==> src/inc/baud_clock_pkg.sv <==
// Package: constants and types for the bit-rate clock selection block
`default_nettype none
package baud_clock_pkg;

  // ==========================================================
  // Field positions and divide ratios
  localparam int BYPASS_BIT        = 5;  // channel_config_second
  localparam int CFG2_HI_LSB       = 6;  // bits 7..6 = N/m high pair
  localparam int ENHANCED_BIT      = 6;  // channel_config_fourth
  localparam int QUARTER_BIT       = 7;  // channel_config_fourth
  localparam int DPLL_DIV          = 16;
  localparam int QUARTER_DIV       = 4;

  // ==========================================================
  // Command completion time, in slow-clock periods times ten
  localparam int CMD_TIME_X10      = 25;
  localparam logic [2:0] CMD_EDGES = 3'(( CMD_TIME_X10 + 9 ) / 10);

  // ==========================================================
  // Reset values
  localparam logic [7:0] CFG_RESET  = 8'h00;
  localparam logic [7:0] BAUD_RESET = 8'h00;

  // ==========================================================
  // Clock modes
  typedef enum logic [1:0] {
    MODE_EXT_ONLY,
    MODE_DIV_TX_OUT,
    MODE_DIV_RX_PIN,
    MODE_DPLL
  } clock_mode_e;

  typedef enum logic [1:0] {
    FMT_ASYNC,
    FMT_HDLC,
    FMT_BISYNC
  } frame_format_e;

  // ==========================================================
  // Per-channel configuration
  typedef struct packed {
    logic [7:0]    channel_config_second;
    logic [7:0]    channel_config_fourth;
    logic [7:0]    baud_divisor_reg;
    logic          async_oversample_select;
    clock_mode_e   mode;
    frame_format_e format;
    logic          master_clock_enable;
    logic          tx_out_switch;
  } chan_cfg_s;

endpackage : baud_clock_pkg
`default_nettype wire

==> src/hdl/serial_baud_clock_select.sv <==
// Design: bit-rate divider and clock source selection, one channel
// Function
// Bypass flag bit 5 gives divisor 1, else (N+1)*2
// N is config2 bits 7..6 shifted above the eight divisor bits
// Enhanced mode divisor is (n+1)*2^m from divisor and config bits
// Enhanced mode with m zero gives an uneven duty cycle
// Standard mode: divisor low six bits zero forces N to zero
// Without recovery, bit rate is input clock over divisor
// DPLL modes in HDLC or bisync add a divide by 16
// Far end uses DPLL modes only up to 2 MHz
// Oversampling select applies only to asynchronous format
// Outside master-clock mode, internal timing follows transmit clock
// Commands take up to 2.5 internal clocks; host waits for done
// Far end should use master clock below 1 MHz or gated clocks
// Oscillator stays below 10 MHz in master mode unless quartered
// Config4 bit 7 makes master clock oscillator divided by four
// External receive to transmit clock ratio stays below 3 or 1.5
// One oscillator feeds both channels; divisors stay independent
// Mode 0a takes receive and transmit timing from external pins
// Mode 0b with switch set drives divided clock on timing output
// Clock mode selects divider input: oscillator or receive pin
// Far end should supply frequent data edges for recovery
// Config4 bit 6 enables the enhanced divider
// Master clock at least 2.5 times transmit clock
// Oscillator programmed through board port value bits 0 and 1
`default_nettype none
module serial_baud_clock_select
  import baud_clock_pkg::*;
(
  input  wire logic      clk,
  input  wire logic      rst,
  input  wire logic      oscillator_input,
  input  wire logic      receive_timing_in,
  input  wire logic      send_timing_in,
  input  wire chan_cfg_s cfg,
  input  wire logic      command_register_wr,
  output logic           transmit_timing_out,
  output logic           transmit_timing_oe_n,
  output logic           rx_bit_clock,
  output logic           tx_bit_clock,
  output logic           internal_timing,
  output logic           command_busy,
  output logic           sample_x16
);

  // ==========================================================
  // Divisor decode
  wire logic [9:0]  n_std;
  wire logic [9:0]  n_eff;
  wire logic [5:0]  n_enh;
  wire logic [3:0]  m_enh;
  wire logic        bypass;
  wire logic        enhanced;
  wire logic [10:0] half_std;
  wire logic [21:0] half_enh;
  wire logic [21:0] half_cnt;
  wire logic        odd_split;

  assign bypass   = cfg.channel_config_second[BYPASS_BIT];
  assign enhanced = cfg.channel_config_fourth[ENHANCED_BIT];
  assign n_std = {cfg.channel_config_second[7:CFG2_HI_LSB],
                  cfg.baud_divisor_reg};
  assign n_eff = (cfg.baud_divisor_reg[5:0] == 6'h00) ? 10'h000
                 : n_std;
  assign n_enh = cfg.baud_divisor_reg[5:0];
  assign m_enh = {cfg.channel_config_second[7:CFG2_HI_LSB],
                  cfg.baud_divisor_reg[7:6]};
  // Standard half period count, twice is the divisor; half_enh is the whole enhanced divisor
  assign half_std = 11'(n_eff) + 11'h001;
  assign half_enh = (22'(n_enh) + 22'h000001) << m_enh;
  assign odd_split = enhanced && (m_enh == 4'h0);
  // m zero: high phase one edge, low phase n edges, n+1 in all
  assign half_cnt = enhanced ? (odd_split ? 22'(n_enh)
                                          : half_enh >> 1)
                             : 22'(half_std);

  // ==========================================================
  // Source selection and edge detection
  wire logic src_raw;
  wire logic mclk_src;
  wire logic osc_rise;
  logic      src_q;
  logic      src_edge_q;
  logic      osc_q;
  logic [1:0] quarter_q;

  assign src_raw = (cfg.mode == MODE_DIV_RX_PIN) ? receive_timing_in
                   : oscillator_input;
  assign mclk_src = cfg.channel_config_fourth[QUARTER_BIT] ?
                    quarter_q[1] : oscillator_input;
  assign osc_rise = oscillator_input & ~osc_q;

  always_ff @(posedge clk)
  begin
    src_q      <= src_raw;
    src_edge_q <= src_raw & ~src_q;
    osc_q      <= oscillator_input;
  end

  // Four oscillator rising edges make one quarter-rate period
  always_ff @(posedge clk)
  begin
    if (rst)
      quarter_q <= 2'h0;
    else if (osc_rise)
      quarter_q <= quarter_q + 2'h1;
  end

  // ==========================================================
  // Divider
  logic [21:0] cnt_q;
  logic        div_q;
  logic        div_edge_q;
  logic [3:0]  dpll_q;
  wire logic   use_dpll;
  wire logic [21:0] limit;

  assign limit = (odd_split && div_q) ? 22'h000001 : half_cnt;

  always_ff @(posedge clk)
  begin
    if (rst)
    begin
      cnt_q      <= 22'h0;
      div_q      <= 1'b0;
      div_edge_q <= 1'b0;
    end
    else if (bypass)
    begin
      // Divisor one: the output follows the source level
      cnt_q      <= 22'h0;
      div_q      <= src_q;
      div_edge_q <= src_edge_q;
    end
    else if (src_edge_q)
    begin
      if (cnt_q + 22'h1 >= limit)
      begin
        cnt_q      <= 22'h0;
        div_q      <= ~div_q;
        div_edge_q <= ~div_q;
      end
      else
      begin
        cnt_q      <= cnt_q + 22'h1;
        div_edge_q <= 1'b0;
      end
    end
    else
      div_edge_q <= 1'b0;
  end

  assign use_dpll = (cfg.mode == MODE_DPLL) &&
                    (cfg.format != FMT_ASYNC);

  always_ff @(posedge clk)
  begin
    if (rst)
      dpll_q <= 4'h0;
    else if (div_edge_q)
      dpll_q <= dpll_q + 4'h1;
  end

  // ==========================================================
  // Outputs
  wire logic gen_clk;
  wire logic tx_sel;
  wire logic rx_sel;
  wire logic out_en;

  assign gen_clk = use_dpll ? dpll_q[3] : div_q;
  assign tx_sel = (cfg.mode == MODE_EXT_ONLY) ? send_timing_in
                  : gen_clk;
  assign rx_sel = (cfg.mode == MODE_EXT_ONLY ||
                   cfg.mode == MODE_DIV_TX_OUT) ? receive_timing_in
                  : gen_clk;
  assign out_en = (cfg.mode == MODE_DIV_TX_OUT) && cfg.tx_out_switch;

  always_ff @(posedge clk)
  begin
    if (rst)
    begin
      transmit_timing_out  <= 1'b0;
      transmit_timing_oe_n <= 1'b1;
      rx_bit_clock         <= 1'b0;
      tx_bit_clock         <= 1'b0;
      sample_x16           <= 1'b0;
    end
    else
    begin
      transmit_timing_out  <= out_en & div_q;
      transmit_timing_oe_n <= ~out_en;
      rx_bit_clock         <= rx_sel;
      tx_bit_clock         <= tx_sel;
      sample_x16 <= (cfg.format == FMT_ASYNC) &
                    cfg.async_oversample_select;
    end
  end

  // ==========================================================
  // Internal timing and command completion
  wire logic timing_src;
  logic      timing_q;
  logic      timing_edge_q;
  logic [2:0] cmd_cnt_q;

  assign timing_src = cfg.master_clock_enable ? mclk_src
                      : tx_sel;

  always_ff @(posedge clk)
  begin
    timing_q      <= timing_src;
    timing_edge_q <= timing_src & ~timing_q;
  end

  always_ff @(posedge clk)
  begin
    if (rst)
    begin
      cmd_cnt_q      <= 3'h0;
      command_busy   <= 1'b0;
      internal_timing <= 1'b0;
    end
    else
    begin
      internal_timing <= timing_q;
      if (command_register_wr && !command_busy)
      begin
        cmd_cnt_q    <= CMD_EDGES;
        command_busy <= 1'b1;
      end
      else if (command_busy && timing_edge_q)
      begin
        cmd_cnt_q    <= cmd_cnt_q - 3'h1;
        command_busy <= (cmd_cnt_q != 3'h1);
      end
    end
  end

endmodule : serial_baud_clock_select
`default_nettype wire

==> config.mk <==
export PLATFORM = sky130hd
export DESIGN_NAME = serial_baud_clock_select
export DESIGN_NICKNAME = d
export VERILOG_FILES = /design/src/inc/baud_clock_pkg.sv /design/src/hdl/serial_baud_clock_select.sv
export SDC_FILE = /design/constraint.sdc
export NUM_CORES = 1
export LEC_CHECK = 0
export BUFFER_PORTS_ARGS = -buffer_cell sky130_fd_sc_hd__buf_4
export CAP_MARGIN = 40
export CORE_ASPECT_RATIO = 2
export CORE_UTILIZATION = 61
export CTS_CLUSTER_DIAMETER = 80
export DETAILED_ROUTE_END_ITERATION = 10
export GPL_TIMING_DRIVEN = 0
export PLACE_DENSITY_LB_ADDON = 0.3
export SKIP_LAST_GASP = 1
export SLEW_MARGIN = 20
export SYNTH_ARGS = -nofsm -noshare
export SYNTH_HDL_FRONTEND = slang
export SYNTH_SLANG_ARGS = --single-unit
==> constraint.sdc <==
create_clock -name clk -period 6.3 [get_ports clk]
set_clock_uncertainty 0.05 [all_clocks]
set_input_delay 1.26 -clock clk [delete_from_list [all_inputs] [get_ports clk]]
set_output_delay 1.26 -clock clk [all_outputs]
set_load 0.01 [all_outputs]
==> results.yml, run 1 <==
run_status:
  run_status: "finished, final reports clean"
synth:
  summed_instance_area_of_the_synthesized_netlist_mm2: 0.003591
  ys.flop_type: "sky130_fd_sc_hd__dfxtp_1"
  synthesis.instances: 468
  synth.yosys.warnings: 0
  syn-num-nets: 532
  post_syn_area_per_cell_um2: 7.673
  synthDistinctLibCells: 63
  synth-async-reset-ratio: 0
  yosys_register_bits: 45
  synth-seq-area-share: 0.2509
  number_of_enable_flip_flop_cells_after_synthesis: 0
final_layout:
  mostFrequentLayoutCells: "57 x sky130_fd_sc_hd__nand2_1, 45 x sky130_fd_sc_hd__dfxtp_1, 38 x sky130_fd_sc_hd__a21oi_1"
  syn2layout_area_growth_pct: 13.28
  ratio_of_cells_with_drive_above_1_in_the_final_layout: 0.1111
  num-fill-cells: 457
  final_common_cell: "sky130_fd_sc_hd__nand2_1"
  sequential_cell_area_um2: 900.9
  antenna_cells: 0
  postLayoutCellArea_mm2: 0.004068
  finalNetCount: 567
  multi_input_area_mm2: 0.002521
min_path:
  hold_class: "reg -> reg"
  terminating_pin_of_the_worst_hold_path: "src_edge_q"
  worst_hold_startpoint: "src_q"
  holdPathStages: 1
worst_setup_path:
  critical_path_peak_fanout: 10
  reg2reg_to: "cnt_q[14]"
  crit_path_cell_trace: "buf_4 -> clkbuf_1 -> inv_1 -> ha_1 -> nor2_1 -> a21oi_1 -> nand2_1 -> o21ai_0 -> mux2_2 -> nand2_1 -> ha_1 -> nand4_1 -> nor2_1 -> a221oi_1 -> nand4_2 -> buf_6 -> a211o_1 -> a21oi_1"
  r2r.worst_path.cells: 14
  worstPathRequired_ns: 6.46
  critPathMaxStageDelay_ns: 0.47
  launch_instance_of_the_worst_register_to_register_path: "cnt_q[0]"
  cp.arrival_ns: 5.34
  timing.setup.critical_path_class: "in -> reg"
  r2r_setup_slack_ns: 2.46
  critical-path-slowest-cell: "sky130_fd_sc_hd__a221oi_1"
  endpoint_kind: "register"
  cp-start-kind: "primary input"
die:
  die_x_um: 56.26
  floorplan.core_area_mm2: 0.005709
  initial_utilization: 0.6290
  die_h_um: 110.5
  ioPinCount: 44
  die-area_mm2: 0.006216
  placement_rows: 39
place:
  io_buffers: 28
  postPlaceCellArea_mm2: 0.003877
  finalWeightedCongestion: 1.012
  place_hpwl_um: 8360
clocking:
  clk_transition_reported_paths_ns: 0.06
  post_cts.resized_instances: 0
  cts_tree: "yes"
  clk_latency_ns: 0.29
  cts.hold.buffers_added: 0
  clk_root_buffer_cell: "sky130_fd_sc_hd__clkbuf_16"
  postCtsSetupBuffers: 0
  clkSinkCount: 45
  max-clock-path-buffers: 2
  cts_max_level: 2
  cts_inserted_buffers: 5
sta:
  final.min_clock_period_ns: 5.178
  timing.max_slew.rel_slack: 0.4215
  worst_slew_pin_slew_ns: 0.8620
  final_min_period_over_clock_period: 0.8220
  grt_setup_unrepaired: "false"
  maxSlewViolCount: 0
  final_hold_viol_count: 0
  max_freq_mhz: 193.1
  final.setup.tns_ns: 0
  finalSetupViolCount: 0
global_route:
  grt_pass1_wl_um: 17480
  grt_remaining_overflow: 0
  grt_start_max_net_pins: 15
  number_of_global_route_vias_before_repair: 3775
  global_route.usage.total: 0.3621
  antenna_found_initial: 0
routing:
  overall_routed_net_length_um: 10790
  drtIter0Drc: 199
  avgViaCountPerCell: 6.455
  first_pass_iters: 4
  detailroute.via_count: 3647
  drcViolationCount: 0
  drt-wirelength-per-cell_um: 19.09
  postRouteAntennaNets: 0
power_and_ir_drop:
  p_leak_nw: 1.620
  power_density_mw_per_mm2: 189.6
  vdd_drop_max_mv: 0.2382
  power_after_layout_mw: 0.7713
job:
  drv_cap: 0
registers in the layout, indices dropped and copies added (netlist names), 2 cells and up:
register   flops
cnt_q         22
quarter_q      2
cmd_cnt_q      3
dpll_q         4
synth_stat cells (all sizes together), types with 3 or more instances:
cell type,n,area [µm²]
nand4,17,127.6
dfxtp,45,900.9
or4,5,37.54
nand3,26,135.1
and2,4,25.02
o21a,5,37.54
clkbuf,20,75.07
xnor2,15,131.4
ha,27,337.8
and3,5,31.28
nor2,38,145.1
o22ai,3,18.77
buf,8,45.04
o21ai,17,85.08
mux2,3,33.78
a211oi,5,37.54
a21oi,38,190.2
inv,13,48.80
a21o,3,22.52
nand2,57,214.0
mux2i,8,80.08
nand2b,6,37.54
nor4,3,18.77
or3,10,67.56
nor3,11,60.06
a211o,12,105.1
a31oi,4,25.02
o211ai,4,30.03
xor2,13,113.9
and4,3,26.28
nor2b,12,75.07
where the power goes:
| part | total, mW | internal [mW] | switching, mW |
|---|---|---|---|
| sequential | 0.301 | 0.294 | 0.00753 |
| combinational | 0.137 | 0.0522 | 0.0850 |
| clock | 0.333 | 0.226 | 0.107 |
how the worst max path moves through the flow:
stage          cells after the start  slack [ns]  startpoint          to
6_report                          18        1.12      cfg[7]   cnt_q[14]
5_1_grt                           18        0.99      cfg[7]   cnt_q[12]
4_1_cts                           18        1.20      cfg[7]   cnt_q[14]
3_5_place_dp                      18        0.93      cfg[7]  div_edge_q
3_3_place_gp                      18        0.95      cfg[7]  div_edge_q
2_1_floorplan                     17        2.08      cfg[7]   cnt_q[12]
per-layer routing:
| layer | GRT usage | vias up | wire length (µm) |
|---|---|---|---|
| li1 | - | 1775 | - |
| met1 | 0.3143 | 1687 | 3476 |
| met2 | 0.6913 | 123 | 6065 |
| met3 | 0.03279 | 62 | 337 |
| met4 | 0.3154 | 0 | 908 |
| met5 | 0 | - | 0 |
stage by stage:
step	utilization	hold slack [ns]	setup WS [ns]	std cells
floorplan	-	0.3338	2.076	468
global placement	0.6792	0.3472	0.9459	557
detailed placement	0.6792	0.3613	0.9275	557
CTS	0.7125	0.3698	1.198	565
global route	0.7125	0.3801	0.9948	565
finish	0.7125	0.3718	1.122	565
cell families after synthesis:
logic type / Yosys count / share of synthesized area
mux: 12 / 0.03798
buf+inv: 41 / 0.04704
xor+xnor: 28 / 0.06829
simple gates: 205 / 0.2965
flops: 45 / 0.2509
compound gates: 110 / 0.2052
fa+ha+maj: 27 / 0.09408
cell type report:
type                            count  share of cell area
Timing Repair Buffer               28             0.05168
Clock buffer                        5             0.03076
Buffer                             28             0.02953
Clock inverter                      3             0.01600
Multi-Input combinational cell    382              0.6198
Inverter                           13             0.01200
Tap cell                           61             0.01876
Sequential cell                    45              0.2215
worst max-delay path, delay by kind of cell:
kind                     cells  cell delay [ns]
AO/OA/AOI/OAI                5             1.67
buffers and inverters        4             0.69
AND/OR/NAND/NOR              6             0.66
adder cells (fa/ha/maj)      2             0.69
multiplexers                 1             0.35
Power figures use the tool's default switching activity.
==> run 2, diff against run 1 <==
--- a/config.mk
+++ b/config.mk
@@ -8,7 +8,7 @@
 export BUFFER_PORTS_ARGS = -buffer_cell sky130_fd_sc_hd__buf_4
 export CAP_MARGIN = 40
 export CORE_ASPECT_RATIO = 2
-export CORE_UTILIZATION = 61
+export CORE_UTILIZATION = 53
 export CTS_CLUSTER_DIAMETER = 80
 export DETAILED_ROUTE_END_ITERATION = 10
 export GPL_TIMING_DRIVEN = 0
==> constraint.sdc (replaced) <==
create_clock -name clk -period 4.3 [get_ports clk]
set_clock_uncertainty 0.05 [all_clocks]
set_input_delay 0.86 -clock clk [delete_from_list [all_inputs] [get_ports clk]]
set_output_delay 0.86 -clock clk [all_outputs]
set_load 0.01 [all_outputs]
==> run 2 against run 1 <==
  * Wire length is 6.0% lower
  * Sequential cell count stayed put
  * Largest cell class unchanged
  * Register-to-register slack worse by 1.9 ns
  * Clock power is 11% higher
  * Sequential share of layout area down 0.69 points
  * Largest power group is now registers
==> results.yml, run 2 (synthesized netlist as in run 1, its figures left out) <==
global_route:
  grt_remaining_overflow: 0
  antenna_found_initial: 0
  number_of_global_route_vias_before_repair: 3578
  global_route.usage.total: 0.3043
  grt_start_max_net_pins: 14
  grt_pass1_wl_um: 16230
final_layout:
  finalNetCount: 570
  reg.largest.list: "cnt_q x22, dpll_q x4, cmd_cnt_q x3"
  ratio_of_cells_with_drive_above_1_in_the_final_layout: 0.1440
  mostFrequentLayoutCells: "57 x sky130_fd_sc_hd__nand2_1, 45 x sky130_fd_sc_hd__dfxtp_1, 37 x sky130_fd_sc_hd__nor2_1, 37 x sky130_fd_sc_hd__a21oi_1, 30 x sky130_fd_sc_hd__buf_4"
  final_common_cell: "sky130_fd_sc_hd__nand2_1"
  antenna_cells: 0
  largest_register_ff_count: 22
  max_flop_register: "cnt_q"
  syn2layout_area_growth_pct: 16.90
  postLayoutCellArea_mm2: 0.004198
power_and_ir_drop:
  vdd_drop_max_mv: 0.2516
  power_after_layout_mw: 1.026
  p_leak_nw: 1.642
  power_density_mw_per_mm2: 244.3
worst_setup_path:
  timing.setup.critical_path_class: "in -> reg"
  cp.arrival_ns: 4.29
  worstPathRequired_ns: 4.47
  crit_path_frequent_cell: "sky130_fd_sc_hd__ha_1"
  crit_path_cell_trace: "buf_4 -> clkbuf_2 -> inv_1 -> ha_1 -> nor2_1 -> a21oi_4 -> nand2_1 -> o31a_1 -> nor3b_1 -> o31ai_1 -> ha_1 -> o21ai_0 -> o21bai_1 -> a221oi_2 -> nand4_2 -> buf_6 -> a211o_1 -> a21oi_1"
  critPathMaxStageDelay_ns: 0.37
  endpoint_kind: "register"
  critical-path-slowest-cell: "sky130_fd_sc_hd__a221oi_2"
  r2r_setup_slack_ns: 0.56
  cp-start-kind: "primary input"
  critical_path_peak_fanout: 10
die:
  die_h_um: 118.4
  die-area_mm2: 0.007129
  initial_utilization: 0.5467
  floorplan.core_area_mm2: 0.006569
  ioPinCount: 44
  die_x_um: 60.21
  placement_rows: 42
routing:
  postRouteAntennaNets: 0
  drt-wirelength-per-cell_um: 17.04
  first_pass_iters: 5
  detailroute.via_count: 3649
  drcViolationCount: 0
  drtIter0Drc: 270
  overall_routed_net_length_um: 10140
  avgViaCountPerCell: 6.133
place:
  pre_cts_slack_ns: -0.3829
  finalWeightedCongestion: 0.9670
  io_buffers: 28
  place_hpwl_um: 7893
  postPlaceCellArea_mm2: 0.003911
clocking:
  clkSinkCount: 45
  clk_transition_reported_paths_ns: 0.06
  clk_root_buffer_cell: "sky130_fd_sc_hd__clkbuf_16"
  cts_tree: "yes"
  cts_inserted_buffers: 5
  clk_latency_ns: 0.29
  max-clock-path-buffers: 2
  cts.hold.buffers_added: 0
  cts_max_level: 2
job:
  drv_cap: 0
sta:
  final_min_period_over_clock_period: 0.9568
  timing.max_slew.rel_slack: 0.6111
  maxSlewViolCount: 0
  timing.hold.ws_ns: 0.3561
  final_hold_viol_count: 0
  finalSetupViolCount: 0
  final.min_clock_period_ns: 4.114
  worst_slew_pin_slew_ns: 0.5780
  final.setup.tns_ns: 0
  max_freq_mhz: 243.1
  finalWorstSetupSlack_ns: 0.1858
min_path:
  hold_class: "reg -> reg"
run_status:
  run_status: "finished, final reports clean"
[run 2: report_power, final]
part           switching, mW  total [mW]  internal [mW]
Clock                  0.158       0.371          0.213
Sequential            0.0103       0.440          0.430
Combinational          0.131       0.214         0.0833
Total                  0.299        1.03          0.727
[run 2: repair_timing]
item                                   CTS  global route
setup endpoints to repair               12            23
pin swaps                                0             3
setup buffers                            0             1
gates resized for setup                  4            19
gates cloned                             0             0
endpoints found under the hold margin    0             0
[run 2: stage by stage]
step	std cells	util
3_5_place_dp	584	0.5954
6_report	595	0.6390
2_1_floorplan	468	-
5_1_grt	595	0.6390
4_1_cts	592	0.6190
3_3_place_gp	584	0.5954
[run 2: area by class of cell]
cell class,instances,area (µm²)
Multi-Input combinational cell,382,2648
Fill cell,589,2371
Sequential cell,45,900.9
Timing Repair Buffer,31,230.2
Clock buffer,6,128.9
Buffer,28,121.4
Tap cell,88,110.1
Inverter,13,48.80
Clock inverter,2,10.01
[run 2: final timing paths]
path / cells past startpoint / from / endpoint
worst max register to register: 14 / cnt_q[0] / cnt_q[18]
worst max-delay path: 18 / cfg[7] / cnt_q[18]
worst min-delay path: 1 / timing_q / timing_edge_q
worst min register to register: 1 / timing_q / timing_edge_q
[run 2: routing by layer]
metal  vias up  share of wire  GRT usage
met2       138           0.55     0.5343
li1       1781              -          -
met3        59          0.038    0.06455
met5         -              0          0
met1      1671           0.34     0.2746
met4         0          0.072     0.2515
[run 2: critical path, delay by kind of cell]
| family | cells | cell delay, ns |
|---|---|---|
| AOI/OAI and AO/OA | 8 | 1.59 |
| adders and majority gates | 2 | 0.64 |
| buffers and inverters | 4 | 0.59 |
| and+or+nand+nor | 4 | 0.60 |
==> run 3, diff against run 2 <==
--- a/config.mk
+++ b/config.mk
@@ -5,6 +5,7 @@
 export SDC_FILE = /design/constraint.sdc
 export NUM_CORES = 1
 export LEC_CHECK = 0
+export ABC_AREA = 1
 export BUFFER_PORTS_ARGS = -buffer_cell sky130_fd_sc_hd__buf_4
 export CAP_MARGIN = 40
 export CORE_ASPECT_RATIO = 2
==> run 3 against run 2 <==
  * Clock-buffer cell count decreased by 1
  * Highest routed layer unchanged
  * Critical endpoint is now cnt_q[14]
  * Global-route usage decreased by 0.73 points
  * Wire length decreased by 7.8%
  * Non-clock buffer count decreased by 19
==> results.yml, run 3 <==
place:
  dp_cells: 653
  io_buffers: 30
  postPlaceCellArea_mm2: 0.003739
  place_hpwl_um: 7499
  finalWeightedCongestion: 0.9808
synth:
  synthTopCellsByCount: "140 x sky130_fd_sc_hd__nand2_1, 68 x sky130_fd_sc_hd__inv_1, 54 x sky130_fd_sc_hd__nor2_1, 46 x sky130_fd_sc_hd__o21ai_0, 45 x sky130_fd_sc_hd__dfxtp_1"
  summed_instance_area_of_the_synthesized_netlist_mm2: 0.003406
  yosys_register_bits: 45
  synth.yosys.warnings: 0
  synth-seq-area-share: 0.2645
  ys.flop_type: "sky130_fd_sc_hd__dfxtp_1"
  synthesis.instances: 537
  post_syn_area_per_cell_um2: 6.342
  number_of_enable_flip_flop_cells_after_synthesis: 0
  synth_top_area_frac: 0.2645
  synth_most_common_cell: "sky130_fd_sc_hd__nand2_1"
  synth-async-reset-ratio: 0
  syn-num-nets: 601
  synth_top_cell_by_area: "sky130_fd_sc_hd__dfxtp_1"
  synth.area.top_cells: "sky130_fd_sc_hd__dfxtp_1 26%, sky130_fd_sc_hd__nand2_1 15%, sky130_fd_sc_hd__ha_1 9.9%"
  synthDistinctLibCells: 37
final_layout:
  antenna_cells: 0
  postLayoutCellArea_mm2: 0.003916
  syn2layout_area_growth_pct: 14.99
  ratio_of_cells_with_drive_above_1_in_the_final_layout: 0.1043
  non_filler_instances: 661
  final_common_cell: "sky130_fd_sc_hd__nand2_1"
  num-fill-cells: 622
  mostFrequentLayoutCells: "140 x sky130_fd_sc_hd__nand2_1, 68 x sky130_fd_sc_hd__inv_1, 53 x sky130_fd_sc_hd__nor2_1"
  max_flop_register: "cnt_q"
  largest_register_ff_count: 22
  reg.largest.list: "cnt_q x22, dpll_q x4, cmd_cnt_q x3"
  finalNetCount: 638
routing:
  first_pass_iters: 5
  drtIter0Drc: 191
  avgViaCountPerCell: 5.511
  overall_routed_net_length_um: 9347
  detailroute.via_count: 3643
  drcViolationCount: 0
  postRouteAntennaNets: 0
  drt-wirelength-per-cell_um: 14.14
min_path:
  terminating_pin_of_the_worst_hold_path: "src_edge_q"
  hold_class: "reg -> reg"
  holdPathStages: 1
  worst_hold_startpoint: "src_q"
power_and_ir_drop:
  vdd_drop_max_mv: 0.3001
  p_leak_nw: 1.847
  power_density_mw_per_mm2: 280.1
sta:
  finalSetupViolCount: 0
  timing.max_slew.rel_slack: 0.6101
  final.setup.tns_ns: 0
  worst_slew_pin_slew_ns: 0.5794
  final_min_period_over_clock_period: 0.9274
  maxSlewViolCount: 0
  final.min_clock_period_ns: 3.988
  max_freq_mhz: 250.8
  final_hold_viol_count: 0
global_route:
  global_route.usage.total: 0.2970
  grt_remaining_overflow: 0
  number_of_global_route_vias_before_repair: 3462
  grt_pass1_wl_um: 15230
  antenna_found_initial: 0
  grt_start_max_net_pins: 17
worst_setup_path:
  endpoint_kind: "register"
  launch_instance_of_the_worst_register_to_register_path: "cnt_q[0]"
  critical_path_peak_fanout: 10
  cp.arrival_ns: 4.11
  worstPathRequired_ns: 4.43
  cp-start-kind: "primary input"
  r2r.worst_path.cells: 23
  reg2reg_to: "cnt_q[14]"
  r2r_setup_slack_ns: 0.70
  timing.setup.critical_path_class: "in -> reg"
run_status:
  run_status: "finished, final reports clean"
clocking:
  clkSinkCount: 45
  post_cts.resized_instances: 0
  cts_tree: "yes"
  cts.hold.buffers_added: 0
  cts_max_level: 2
  cts_inserted_buffers: 5
  postCtsSetupBuffers: 0
  clk_root_buffer_cell: "sky130_fd_sc_hd__clkbuf_16"
  clk_transition_reported_paths_ns: 0.07
  clk_latency_ns: 0.30
  max-clock-path-buffers: 2
die:
  floorplan.core_area_mm2: 0.006259
  die_h_um: 115.4
  initial_utilization: 0.5442
  die_x_um: 58.69
  die-area_mm2: 0.006770
  ioPinCount: 44
  placement_rows: 41
job:
  drv_cap: 0
==> run 3: where the power goes <==
group | switching [mW] | internal, mW | total, mW
logic | 0.119 | 0.0714 | 0.191
clock network | 0.188 | 0.280 | 0.468
registers | 0.00856 | 0.430 | 0.438
==> run 3: worst max path at each step <==
| stage | from | endpoint | slack (ns) | cells after the start |
|---|---|---|---|---|
| floorplan | cfg[7] | cnt_q[13] | 0.82 | 25 |
| CTS | cfg[7] | cnt_q[14] | 0.38 | 26 |
| global placement | cfg[7] | cnt_q[14] | 0.13 | 27 |
| detailed placement | cfg[7] | cnt_q[14] | 0.09 | 26 |
| global route | cfg[7] | cnt_q[14] | -0.01 | 26 |
| finish | cfg[7] | cnt_q[14] | 0.31 | 28 |
==> run 3: through the flow <==
stage            util  setup slack (ns)  hold slack [ns]  power (mW)
6_report       0.6258            0.3121           0.3608       1.097
5_1_grt        0.6258          -0.01265           0.3987       1.142
4_1_cts        0.6254            0.3802           0.3637       1.097
3_5_place_dp   0.5974           0.08760           0.3532      0.6359
3_3_place_gp   0.5974            0.1251           0.3489      0.6313
2_1_floorplan       -            0.8174           0.3393      0.5696
==> run 3: routing by layer <==
layer | track usage | wire length, µm | part of all wire | up-vias
li1 | - | - | - | 1837
met1 | 0.2845 | 3360 | 0.36 | 1651
met2 | 0.5556 | 5061 | 0.54 | 112
met3 | 0.04612 | 312 | 0.033 | 43
met4 | 0.2032 | 612 | 0.065 | 0
met5 | 0 | 0 | 0 | -
==> run 3: layout make-up <==
| cell class | instances | area, µm² | area share |
|---|---|---|---|
| inverter | 73 | 274.0 | 0.06997 |
| clock buffer | 5 | 125.1 | 0.03195 |
| tap | 86 | 107.6 | 0.02748 |
| multi-input combinational | 409 | 2182 | 0.5572 |
| buffer | 10 | 51.30 | 0.01310 |
| timing repair buffer | 30 | 225.2 | 0.05751 |
| sequential | 45 | 900.9 | 0.2300 |
| clock inverter | 3 | 50.05 | 0.01278 |
==> run 3: cells by family after synthesis <==
| group | after synthesis | synth area share |
|---|---|---|
| AO/OA/AOI/OAI | 92 | 0.1477 |
| XOR/XNOR | 18 | 0.04629 |
| adder cells (fa/ha/maj) | 27 | 0.09919 |
| buffers and inverters | 83 | 0.09551 |
| flip-flops | 45 | 0.2645 |
| multiplexers | 1 | 0.002939 |
| AND/OR/NAND/NOR | 271 | 0.3439 |
==> run 3: worst max-delay path, cell delays in order <==
cell                      delay, ns
sky130_fd_sc_hd__buf_4         0.12
sky130_fd_sc_hd__ha_1          0.17
sky130_fd_sc_hd__nand2_1       0.06
sky130_fd_sc_hd__inv_1         0.10
sky130_fd_sc_hd__nand3_1       0.10
sky130_fd_sc_hd__nor2_1        0.17
sky130_fd_sc_hd__nand2_1       0.10
sky130_fd_sc_hd__nor2_1        0.16
sky130_fd_sc_hd__inv_1         0.08
sky130_fd_sc_hd__nor2_1        0.24
sky130_fd_sc_hd__nand4_1       0.15
sky130_fd_sc_hd__o21ai_0       0.11
sky130_fd_sc_hd__nor2_1        0.07
sky130_fd_sc_hd__ha_1          0.28
sky130_fd_sc_hd__nand2_1       0.06
sky130_fd_sc_hd__nor2_2        0.17
sky130_fd_sc_hd__nand2_1       0.10
sky130_fd_sc_hd__nor2_1        0.10
sky130_fd_sc_hd__nor2_1        0.05
sky130_fd_sc_hd__nand3_1       0.09
sky130_fd_sc_hd__nand2_1       0.06
sky130_fd_sc_hd__nand2_1       0.12
sky130_fd_sc_hd__nand2_1       0.12
sky130_fd_sc_hd__nand2_4       0.12
sky130_fd_sc_hd__nor2_8        0.07
sky130_fd_sc_hd__buf_8         0.15
sky130_fd_sc_hd__nand3_1       0.06
sky130_fd_sc_hd__o21ai_0       0.08
